[src/ippu_pkg.sv]
// shared constants, types and decoders of the parallel poll unit
package ippu_pkg;

	// register byte offsets on the bus
	localparam logic [7:0] ADDR_AUXCMD = 8'h00;
	localparam logic [7:0] ADDR_CONFIG = 8'h04;
	localparam logic [7:0] ADDR_AUXB   = 8'h08;
	localparam logic [7:0] ADDR_PASS_THRU = 8'h0c;
	localparam logic [7:0] ADDR_STATUS = 8'h10;

	// auxiliary command codes written to the command register
	localparam logic [7:0] AUX_EXEC_POLL = 8'h01;
	localparam logic [7:0] AUX_SET_FLAG  = 8'h02;
	localparam logic [7:0] AUX_CLR_FLAG  = 8'h03;

	// poll configuration register fields
	localparam int CFG_LINE_LSB    = 0;
	localparam int CFG_SENSE_BIT   = 3;
	localparam int CFG_DISABLE_BIT = 4;
	localparam int CFG_REMOTE_BIT  = 5;
	localparam logic [7:0] CFG_RESET = 8'h10;

	// aux mode register b and status register fields
	localparam int AUXB_SRC_BIT = 0;
	localparam int ST_DONE_BIT  = 0;
	localparam int ST_RPP_BIT   = 1;
	localparam int ST_IST_BIT   = 2;
	localparam int ST_IDY_BIT   = 3;

	// bus command bytes, parity bit ignored
	localparam logic [6:0] BUS_PPC  = 7'h05;
	localparam logic [6:0] BUS_PPU  = 7'h15;
	localparam logic [6:0] BUS_PPD  = 7'h70;
	localparam logic [2:0] BUS_PPE_HI = 3'b110;

	// identify time during an executed poll
	localparam int CLK_NS   = 20;
	localparam int POLL_NS  = 2000;
	localparam int POLL_CYC = (POLL_NS + CLK_NS - 1) / CLK_NS;

	typedef enum logic [1:0] {
		ST_IDLE = 2'b00,
		ST_IDY  = 2'b01,
		ST_CAPT = 2'b11
	} ippu_state_t;

	// enable byte: x110 sppp
	function automatic logic ippu_is_ppe(input logic [7:0] b);
		return b[6:4] == BUS_PPE_HI;
	endfunction : ippu_is_ppe

	// secondary group: enable and disable bytes
	function automatic logic ippu_is_secondary(input logic [7:0] b);
		return b[6:5] == 2'b11;
	endfunction : ippu_is_secondary

endpackage : ippu_pkg

[src/ippu_resp_if.sv]
// carries poll configuration and status from control to responder
`timescale 1ns/1ps
interface ippu_resp_if;
	logic       enable;
	logic       sense;
	logic [2:0] line;
	logic       ist;
	logic       idy;
	modport src  (output enable, output sense, output line, output ist,
		output idy);
	modport resp (input enable, input sense, input line, input ist,
		input idy);
endinterface : ippu_resp_if

[src/ippu_responder.sv]
// drives the parallel poll response onto the open-collector data lines
`timescale 1ns/1ps
module ippu_responder
	import ippu_pkg::*;
#(
	parameter int DIO_W = 8
) (
	input  wire logic             clk_in,
	input  wire logic             reset_n_in,
	ippu_resp_if.resp             cfg,
	output logic     [DIO_W-1:0]  dio_out,
	output logic     [DIO_W-1:0]  dio_oe_out
);

	if (DIO_W != 8) begin : g_bad_width
		$error("responder serves exactly eight data lines");
	end

	// true level when status matches sense; lines only ever pulled true
	logic answer_true;
	assign answer_true = cfg.enable & cfg.idy & (cfg.ist == cfg.sense);

	// open collector: false is released, so one true line wins
	assign dio_out = '1;

	// one decoded line per response, remaining lines left passive
	for (genvar i = 0; i < DIO_W; i++) begin : g_line
		assign dio_oe_out[i] = answer_true &&
			(cfg.line == 3'(i));
	end
endmodule : ippu_responder

[src/ippu_top.sv]
// parallel poll unit: controller poll, configuration, status, bus slave
//
// Our own choices: the AHB-Lite slave port and the placing of the registers.
`timescale 1ns/1ps
module ippu_top
	import ippu_pkg::*;
#(
	parameter int DIO_W    = 8,
	parameter int POLL_LEN = POLL_CYC
) (
	input  wire logic             clk_in,
	input  wire logic             reset_n_in,
	input  wire logic             hsel_in,
	input  wire logic [31:0]      haddr_in,
	input  wire logic [1:0]       htrans_in,
	input  wire logic             hwrite_in,
	input  wire logic [2:0]       hsize_in,
	input  wire logic             hready_in,
	input  wire logic [31:0]      hwdata_in,
	output logic      [31:0]      hrdata_out,
	output logic                  hreadyout_out,
	output logic                  hresp_out,
	input  wire logic             ctrl_active_in,
	input  wire logic             ctrl_wait_in,
	input  wire logic             cmd_sent_in,
	input  wire logic             cmd_valid_in,
	input  wire logic [7:0]       cmd_byte_in,
	input  wire logic             listen_addr_in,
	input  wire logic             srqs_in,
	input  wire logic             srq_drive_in,
	input  wire logic             idy_in,
	input  wire logic [DIO_W-1:0] dio_in,
	output logic      [DIO_W-1:0] dio_out,
	output logic      [DIO_W-1:0] dio_oe_out,
	output logic                  idy_out,
	output logic                  command_out_ready_out
);

	if (DIO_W != 8 || POLL_LEN < 1 || POLL_LEN > 255) begin : g_bad_par
		$error("unit needs eight data lines and a poll length of 1..255");
	end

	ippu_state_t state;
	ippu_state_t next_state;
	logic [7:0]  poll_cnt;
	logic        rpp;
	logic        ist_flag;
	logic        ist;
	logic        command_out_ready;
	logic [7:0]  command_pass_through_reg;
	logic [7:0]  aux_mode_reg_b;
	logic        status_source_select;
	logic        cfg_disable;
	logic        cfg_sense;
	logic [2:0]  response_line_select;
	logic        cfg_remote;
	logic        ppc_armed;
	logic        poll_done;

	// bus phase tracking
	logic        acc_wr;
	logic [7:0]  acc_addr;
	logic        addr_ok;
	logic        rd_now;
	logic        wr_hit;
	logic [7:0]  wr_byte;
	logic [7:0]  poll_config_register;
	logic [7:0]  status_byte;

	ippu_resp_if rif ();

	// ---------------------------------------------------------------
	// bus slave: never stalls, always answers okay
	// ---------------------------------------------------------------
	assign hreadyout_out = 1'b1;
	assign hresp_out     = 1'b0;
	assign addr_ok       = hsel_in && hready_in && htrans_in[1];
	assign rd_now        = addr_ok && !hwrite_in;
	assign wr_hit        = acc_wr;
	assign wr_byte       = hwdata_in[7:0];

	// address phase of a write is held for its data phase
	always_ff @(posedge clk_in) begin
		if (!reset_n_in) begin
			acc_wr   <= 1'b0;
			acc_addr <= 8'h00;
		end else begin
			acc_wr   <= addr_ok && hwrite_in;
			acc_addr <= haddr_in[7:0];
		end
	end

	// read views of the registers
	assign poll_config_register = {2'b00, cfg_remote, cfg_disable,
		cfg_sense, response_line_select};
	always_comb begin
		status_byte              = 8'h00;
		status_byte[ST_DONE_BIT] = command_out_ready;
		status_byte[ST_RPP_BIT]  = rpp;
		status_byte[ST_IST_BIT]  = ist;
		status_byte[ST_IDY_BIT]  = idy_out;
	end

	// read data registered at the address phase so it stands in data phase
	always_ff @(posedge clk_in) begin
		if (!reset_n_in) begin
			hrdata_out <= 32'h0000_0000;
		end else if (rd_now) begin
			case (haddr_in[7:0])
				ADDR_CONFIG: hrdata_out <= {24'h0, poll_config_register};
				ADDR_AUXB:   hrdata_out <= {24'h0, aux_mode_reg_b};
				ADDR_PASS_THRU: hrdata_out <= {24'h0, command_pass_through_reg};
				ADDR_STATUS: hrdata_out <= {24'h0, status_byte};
				default:     hrdata_out <= 32'h0000_0000;
			endcase
		end
	end

	// software commands decoded in the write data phase
	logic aux_wr;
	logic exec_cmd;
	logic set_cmd;
	logic clr_cmd;
	assign aux_wr   = wr_hit && acc_addr == ADDR_AUXCMD;
	assign exec_cmd = aux_wr && wr_byte == AUX_EXEC_POLL;
	assign set_cmd  = aux_wr && wr_byte == AUX_SET_FLAG;
	assign clr_cmd  = aux_wr && wr_byte == AUX_CLR_FLAG;

	// aux mode register b, only the source select bit is kept
	always_ff @(posedge clk_in) begin
		if (!reset_n_in) begin
			aux_mode_reg_b <= 8'h00;
		end else if (wr_hit && acc_addr == ADDR_AUXB) begin
			aux_mode_reg_b <= {7'h00, wr_byte[AUXB_SRC_BIT]};
		end
	end
	assign status_source_select = aux_mode_reg_b[AUXB_SRC_BIT];

	// ---------------------------------------------------------------
	// individual status
	// ---------------------------------------------------------------
	// flag moves only on its two commands; set wins if both arrive
	always_ff @(posedge clk_in) begin
		if (!reset_n_in) begin
			ist_flag <= 1'b0;
		end else if (!status_source_select && set_cmd) begin
			ist_flag <= 1'b1;
		end else if (!status_source_select && clr_cmd) begin
			ist_flag <= 1'b0;
		end
	end

	// source select ties status to the service request function
	assign ist = status_source_select ? (srqs_in && srq_drive_in)
		: ist_flag;

	// ---------------------------------------------------------------
	// configuration: local writes or remote commands
	// ---------------------------------------------------------------
	logic cfg_wr;
	logic remote_byte;
	assign cfg_wr      = wr_hit && acc_addr == ADDR_CONFIG;
	assign remote_byte = cmd_valid_in && cfg_remote;

	// configure command arms the secondary decode while listen-addressed
	always_ff @(posedge clk_in) begin
		if (!reset_n_in) begin
			ppc_armed <= 1'b0;
		end else if (remote_byte) begin
			ppc_armed <= (cmd_byte_in[6:0] == BUS_PPC && listen_addr_in) ||
				(ppc_armed && ippu_is_secondary(cmd_byte_in));
		end
	end

	// the mode bit is always writable; fields only from the active source
	always_ff @(posedge clk_in) begin
		if (!reset_n_in) begin
			cfg_remote           <= CFG_RESET[CFG_REMOTE_BIT];
			cfg_disable          <= CFG_RESET[CFG_DISABLE_BIT];
			cfg_sense            <= CFG_RESET[CFG_SENSE_BIT];
			response_line_select <= CFG_RESET[CFG_LINE_LSB +: 3];
		end else begin
			if (cfg_wr) begin
				cfg_remote <= wr_byte[CFG_REMOTE_BIT];
			end
			if (cfg_wr && !cfg_remote) begin
				cfg_disable          <= wr_byte[CFG_DISABLE_BIT];
				cfg_sense            <= wr_byte[CFG_SENSE_BIT];
				response_line_select <= wr_byte[CFG_LINE_LSB +: 3];
			end else if (remote_byte && ppc_armed &&
					ippu_is_ppe(cmd_byte_in)) begin
				cfg_disable          <= 1'b0;
				cfg_sense            <= cmd_byte_in[3];
				response_line_select <= cmd_byte_in[2:0];
			end else if (remote_byte && ((ppc_armed &&
					cmd_byte_in[6:0] == BUS_PPD) ||
					cmd_byte_in[6:0] == BUS_PPU)) begin
				cfg_disable <= 1'b1;
			end
		end
	end

	// ---------------------------------------------------------------
	// executed poll as active controller
	// ---------------------------------------------------------------
	// request local message: set by command, cleared once captured
	always_ff @(posedge clk_in) begin
		if (!reset_n_in) begin
			rpp <= 1'b0;
		end else if (exec_cmd) begin
			rpp <= 1'b1;
		end else if (state == ST_IDY && poll_cnt == 8'h00 &&
				ctrl_active_in) begin
			rpp <= 1'b0; // aborted poll keeps its request
		end
	end

	// identify waits for the controller active and wait states together
	always_comb begin
		next_state = state;
		case (state)
			ST_IDLE: begin
				if (rpp && ctrl_active_in && ctrl_wait_in) begin
					next_state = ST_IDY;
				end
			end
			ST_IDY: begin
				if (!ctrl_active_in) begin
					next_state = ST_IDLE;
				end else if (poll_cnt == 8'h00) begin
					next_state = ST_CAPT;
				end
			end
			ST_CAPT: next_state = ST_IDLE;
			default: next_state = ST_IDLE;
		endcase
	end

	always_ff @(posedge clk_in) begin
		if (!reset_n_in) begin
			state <= ST_IDLE;
		end else begin
			state <= next_state;
		end
	end

	// identify time counter, reloaded in every idle cycle
	always_ff @(posedge clk_in) begin
		if (!reset_n_in) begin
			poll_cnt <= 8'h00;
		end else if (state == ST_IDLE) begin
			poll_cnt <= 8'(POLL_LEN - 1);
		end else if (state == ST_IDY && poll_cnt != 8'h00) begin
			poll_cnt <= poll_cnt - 8'h01;
		end
	end

	assign idy_out   = state == ST_IDY;
	assign poll_done = state == ST_CAPT;

	// capture in the last identify cycle, so lines have settled longest
	always_ff @(posedge clk_in) begin
		if (!reset_n_in) begin
			command_pass_through_reg <= 8'h00;
		end else if (!ctrl_active_in || cmd_sent_in) begin
			command_pass_through_reg <= 8'h00;
		end else if (state == ST_IDY && poll_cnt == 8'h00) begin
			command_pass_through_reg <= dio_in;
		end
	end

	// completion flag; a new completion beats a status read clear
	always_ff @(posedge clk_in) begin
		if (!reset_n_in) begin
			command_out_ready <= 1'b0;
		end else if (poll_done) begin
			command_out_ready <= 1'b1;
		end else if (exec_cmd || (rd_now && haddr_in[7:0] == ADDR_STATUS)) begin
			command_out_ready <= 1'b0;
		end
	end
	assign command_out_ready_out = command_out_ready;

	// ---------------------------------------------------------------
	// responder; own identify also answers so the captured byte is full
	// ---------------------------------------------------------------
	assign rif.enable = !cfg_disable;
	assign rif.sense  = cfg_sense;
	assign rif.line   = response_line_select;
	assign rif.ist    = ist;
	assign rif.idy    = idy_in || idy_out;

	ippu_responder #(
		.DIO_W (DIO_W)
	) u_resp (
		.clk_in     (clk_in),
		.reset_n_in (reset_n_in),
		.cfg        (rif),
		.dio_out    (dio_out),
		.dio_oe_out (dio_oe_out)
	);
endmodule : ippu_top

[config.mk]
export PLATFORM = sky130hd
export DESIGN_NAME = ippu_top
export DESIGN_NICKNAME = d
export VERILOG_FILES = /design/src/ippu_pkg.sv /design/src/ippu_resp_if.sv /design/src/ippu_responder.sv /design/src/ippu_top.sv
export SDC_FILE = /design/constraint.sdc
export NUM_CORES = 1
export LEC_CHECK = 0
export BUFFER_PORTS_ARGS = -buffer_cell sky130_fd_sc_hd__clkbuf_2
export CAP_MARGIN = 20
export CORE_MARGIN = 2
export CORE_UTILIZATION = 40
export CTS_BUF_LIST = sky130_fd_sc_hd__clkbuf_4
export CTS_CLUSTER_SIZE = 8
export DETAILED_ROUTE_END_ITERATION = 12
export GPL_ROUTABILITY_DRIVEN = 0
export PLACE_DENSITY = 0.83
export SYNTH_ARGS = -nofsm -noshare
export SYNTH_HDL_FRONTEND = slang
export SYNTH_SLANG_ARGS = --single-unit
[constraint.sdc]
create_clock -name clk_in -period 4 [get_ports clk_in]
set_clock_uncertainty 0.1 [all_clocks]
set_input_delay 0.8 -clock clk_in [delete_from_list [all_inputs] [get_ports clk_in]]
set_output_delay 0.8 -clock clk_in [all_outputs]
set_load 0.02 [all_outputs]
==> impl_metrics.csv <==
group,metric,value,unit
status,status,"finished clean",
routing,dr.pass1.iters,4,
floorplan,pin_count,150,
floorplan,initial_core_util,41.3,%
power,p_switching,209,µW
global_route,antenna_found_initial,0,
clock_network,htree_levels,2,
sta,worst_slew_pin_slew,0.612,ns
critical_path,cp_slowest_cell,"or4b_1",
critical_path,required,3.10,ns
critical_path,critical_path.endpoint_type,"output pin",
critical_path,worst-path-stages,7,
global_route,overflow,0,
global_route,gr-usage-met3,4.24,%
critical_path,reg2reg_setup_slack,1.88,ns
floorplan,fp.dieW,82.2,µm
routing,viasPerCell,5.04,
critical_path,worst_ep_arrival_time,2.23,ns
power,max-vdd-ir-drop,181,µV
critical_path,r2r-end,"command_pass_through_reg[6]",
critical_path,cpPeakStageDelay,0.59,ns
cells_and_area,antenna_cells,0,
clock_network,holdBufCountCts,0,
clock_network,cts_setup_buffers,0,
min_path,min-delay-path-class,"reg2reg",
run,drv_cap,0,
routing,ant_nets,0,
power,seq_power_share,60.4,%
floorplan,placementRows,28,
routing,wl_per_cell,12.6,µm
clock_network,clk_pin_slew_worst_paths,0.12,ns
critical_path,cp_common_cell,"clkbuf_2",
sta,finalMaxSlewViolations,0,
sta,setup_viol,0,
placement,dp_hpwl,4130,µm
critical_path,startpoint_type,"input pin",
synth,syn-instance-count,284,
power,swShare,26.9,%
cells_and_area,final_common_cell,"clkbuf_2",
sta,slew_headroom,59.0,%
power,p_clk_share,28.2,%
placement,dp_slack,0.882,ns
min_path,hold_path_end,"command_pass_through_reg[1]",
clock_network,cts_buffer_depth,2,
routing,remaining_drc_errors,0,
clock_network,cts_buffers,5,
synth,ys_seq_elements,46,
sta,period_needed,3.13,ns
clock_network,cts_resized,0,
critical_path,worst-path-buf-inv,2,
critical_path,path_cells,"clkbuf_2 > nand3_1 > o21a_1 > xnor2_1 > or4b_1 > nor3_1 > clkbuf_2",
global_route,grt_first_pass_wirelength,8180,µm
synth,synthArstFlopShare,0,%
cells_and_area,drive_above_1_share,23.2,%
clock_network,tritoncts,"yes",
placement,port_buffers,62,
sta,setup_tns,0,ns
placement,place_inst,412,
power,pwr-share-comb,11.3,%
synth,synth.avg_cell_area,8.61,µm²
global_route,use_met1,21.3,%
routing,vias,2115,
routing,wirelength,5310,µm
critical_path,reg2reg_from,"poll_cnt[2]",
critical_path,crit_family,"simple AND/OR/NAND/NOR gates",
floorplan,die_h,82.2,µm
global_route,grt_use_total,15.7,%
power,intPower,567,µW
cells_and_area,nets,444,
sta,hold_violations,0,
clock_network,insertion_delay,0.36,ns
sta,timing.final.crit_share,78.2,%
min_path,hold-path-cell-count,2,
critical_path,cp_max_fo,4,
cells_and_area,final_cell_mix,"clkbuf_2 (62), dfxtp_1 (46), conb_1 (34)",
sta,fin_ws,0.871,ns
cells_and_area,final_util,45.8,%
synth,yosys_most_used_dff,"dfxtp_1",
power,power.leakage,1.16,nW
sta,rsz0062_at_grt,"false",
synth,synth-edff-count,0,
synth,synth-seq-area-share,37.7,%
global_route,grt_pass1_vias,1820,
global_route,grt-busiest-layer,"met2",
routing,drtIter0Drc,79,
critical_path,rr_worst_depth,5,
power,powerDensity,286,nW/µm²
floorplan,core,5920,µm²
clock_network,clock_sinks,46,
floorplan,dieArea,6750,µm²
global_route,grt_start_max_net_pins,35,
clock_network,cts_root_buf,"clkbuf_4",
synth,mappedNetlistArea,2440,µm²
sta,fmax,0.320,GHz
cells_and_area,area_growth,11.0,%
synth,synth_cell_types,48,
global_route,grt_util_met2,24.8,%
min_path,min_from,"command_pass_through_reg[1]",
power,totalPowerFinal,776,µW
synth,yosysWarnings,0,
cells_and_area,stdcell_count,420,
critical_path,critical_path_class,"in2out",
-- power by group through the flow --
stage	clock, mW	sequential (mW)	combinational, mW
floorplan	0	0.478	0.0818
CTS	0.220	0.469	0.0872
finish	0.219	0.469	0.0878
global route	0.239	0.470	0.0975
global placement	0	0.479	0.0849
detailed placement	0	0.479	0.0869
-- worst reg2reg max path, stage by stage (launching register included) --
cell and delay, ns:
dfxtp_1 0.38, or4_4 0.57, nor3_4 0.55, nand2_2 0.23, nand2_1 0.12, a21oi_1 0.06
-- kinds of logic after synthesis --
kind of cell / Yosys count / synth area share [%]
AO/OA/AOI/OAI: 47 / 12.4
XOR/XNOR: 3 / 1.07
adder cells (fa/ha/maj): 2 / 1.02
buffers and inverters: 47 / 13.7
flip-flops: 46 / 37.7
multiplexers: 15 / 6.24
other: 2 / 0.307
AND/OR/NAND/NOR: 122 / 27.6
-- how the worst max path moves through the flow --
stage | from | slack [ns] | end
3_5_place_dp | srqs_in | 0.88 | dio_oe_out[4]
4_1_cts | srqs_in | 0.88 | dio_oe_out[4]
6_report | srqs_in | 0.87 | dio_oe_out[4]
2_1_floorplan | srqs_in | 0.95 | dio_oe_out[4]
5_1_grt | srqs_in | 0.81 | dio_oe_out[4]
3_3_place_gp | srqs_in | 0.89 | dio_oe_out[4]
-- layer usage --
layer  up-vias  wire (µm)  share of wire [%]
met5         -          0                  0
met4         0         49               0.92
met3         7        481                9.1
met2        95       2380                 45
met1       957       2400                 45
li1       1056          -                  -
-- synthesized netlist by cell type, drive strengths merged, types with 6 or more instances --
cell	number	area [µm²]
nor2	19	71.3
a21oi	12	60.1
nand3	16	80.1
nor2b	12	75.1
and2	12	75.1
o21ai	13	65.1
buf	36	278
nor3	10	66.3
a22oi	6	45.0
dfxtp	46	921
mux2i	13	130
nand2	25	96.4
-- area by class of cell --
cell class                 instances  area, µm²
tap                               75       93.8
fill                             591       3210
multi-input combinational        223       1310
clock inverter                     2       8.76
clock buffer                       6       45.0
sequential                        46        921
timing repair buffer              63        318
inverter                           5       18.8
-- metrics by stage --
stage / hold slack, ns / area, µm²
floorplan: 0.333 / 2560
CTS: 0.375 / 2710
global route: 0.400 / 2710
global placement: 0.350 / 2660
detailed placement: 0.352 / 2660
finish: 0.372 / 2710
Note: power is estimated with default switching activity, not from simulation.
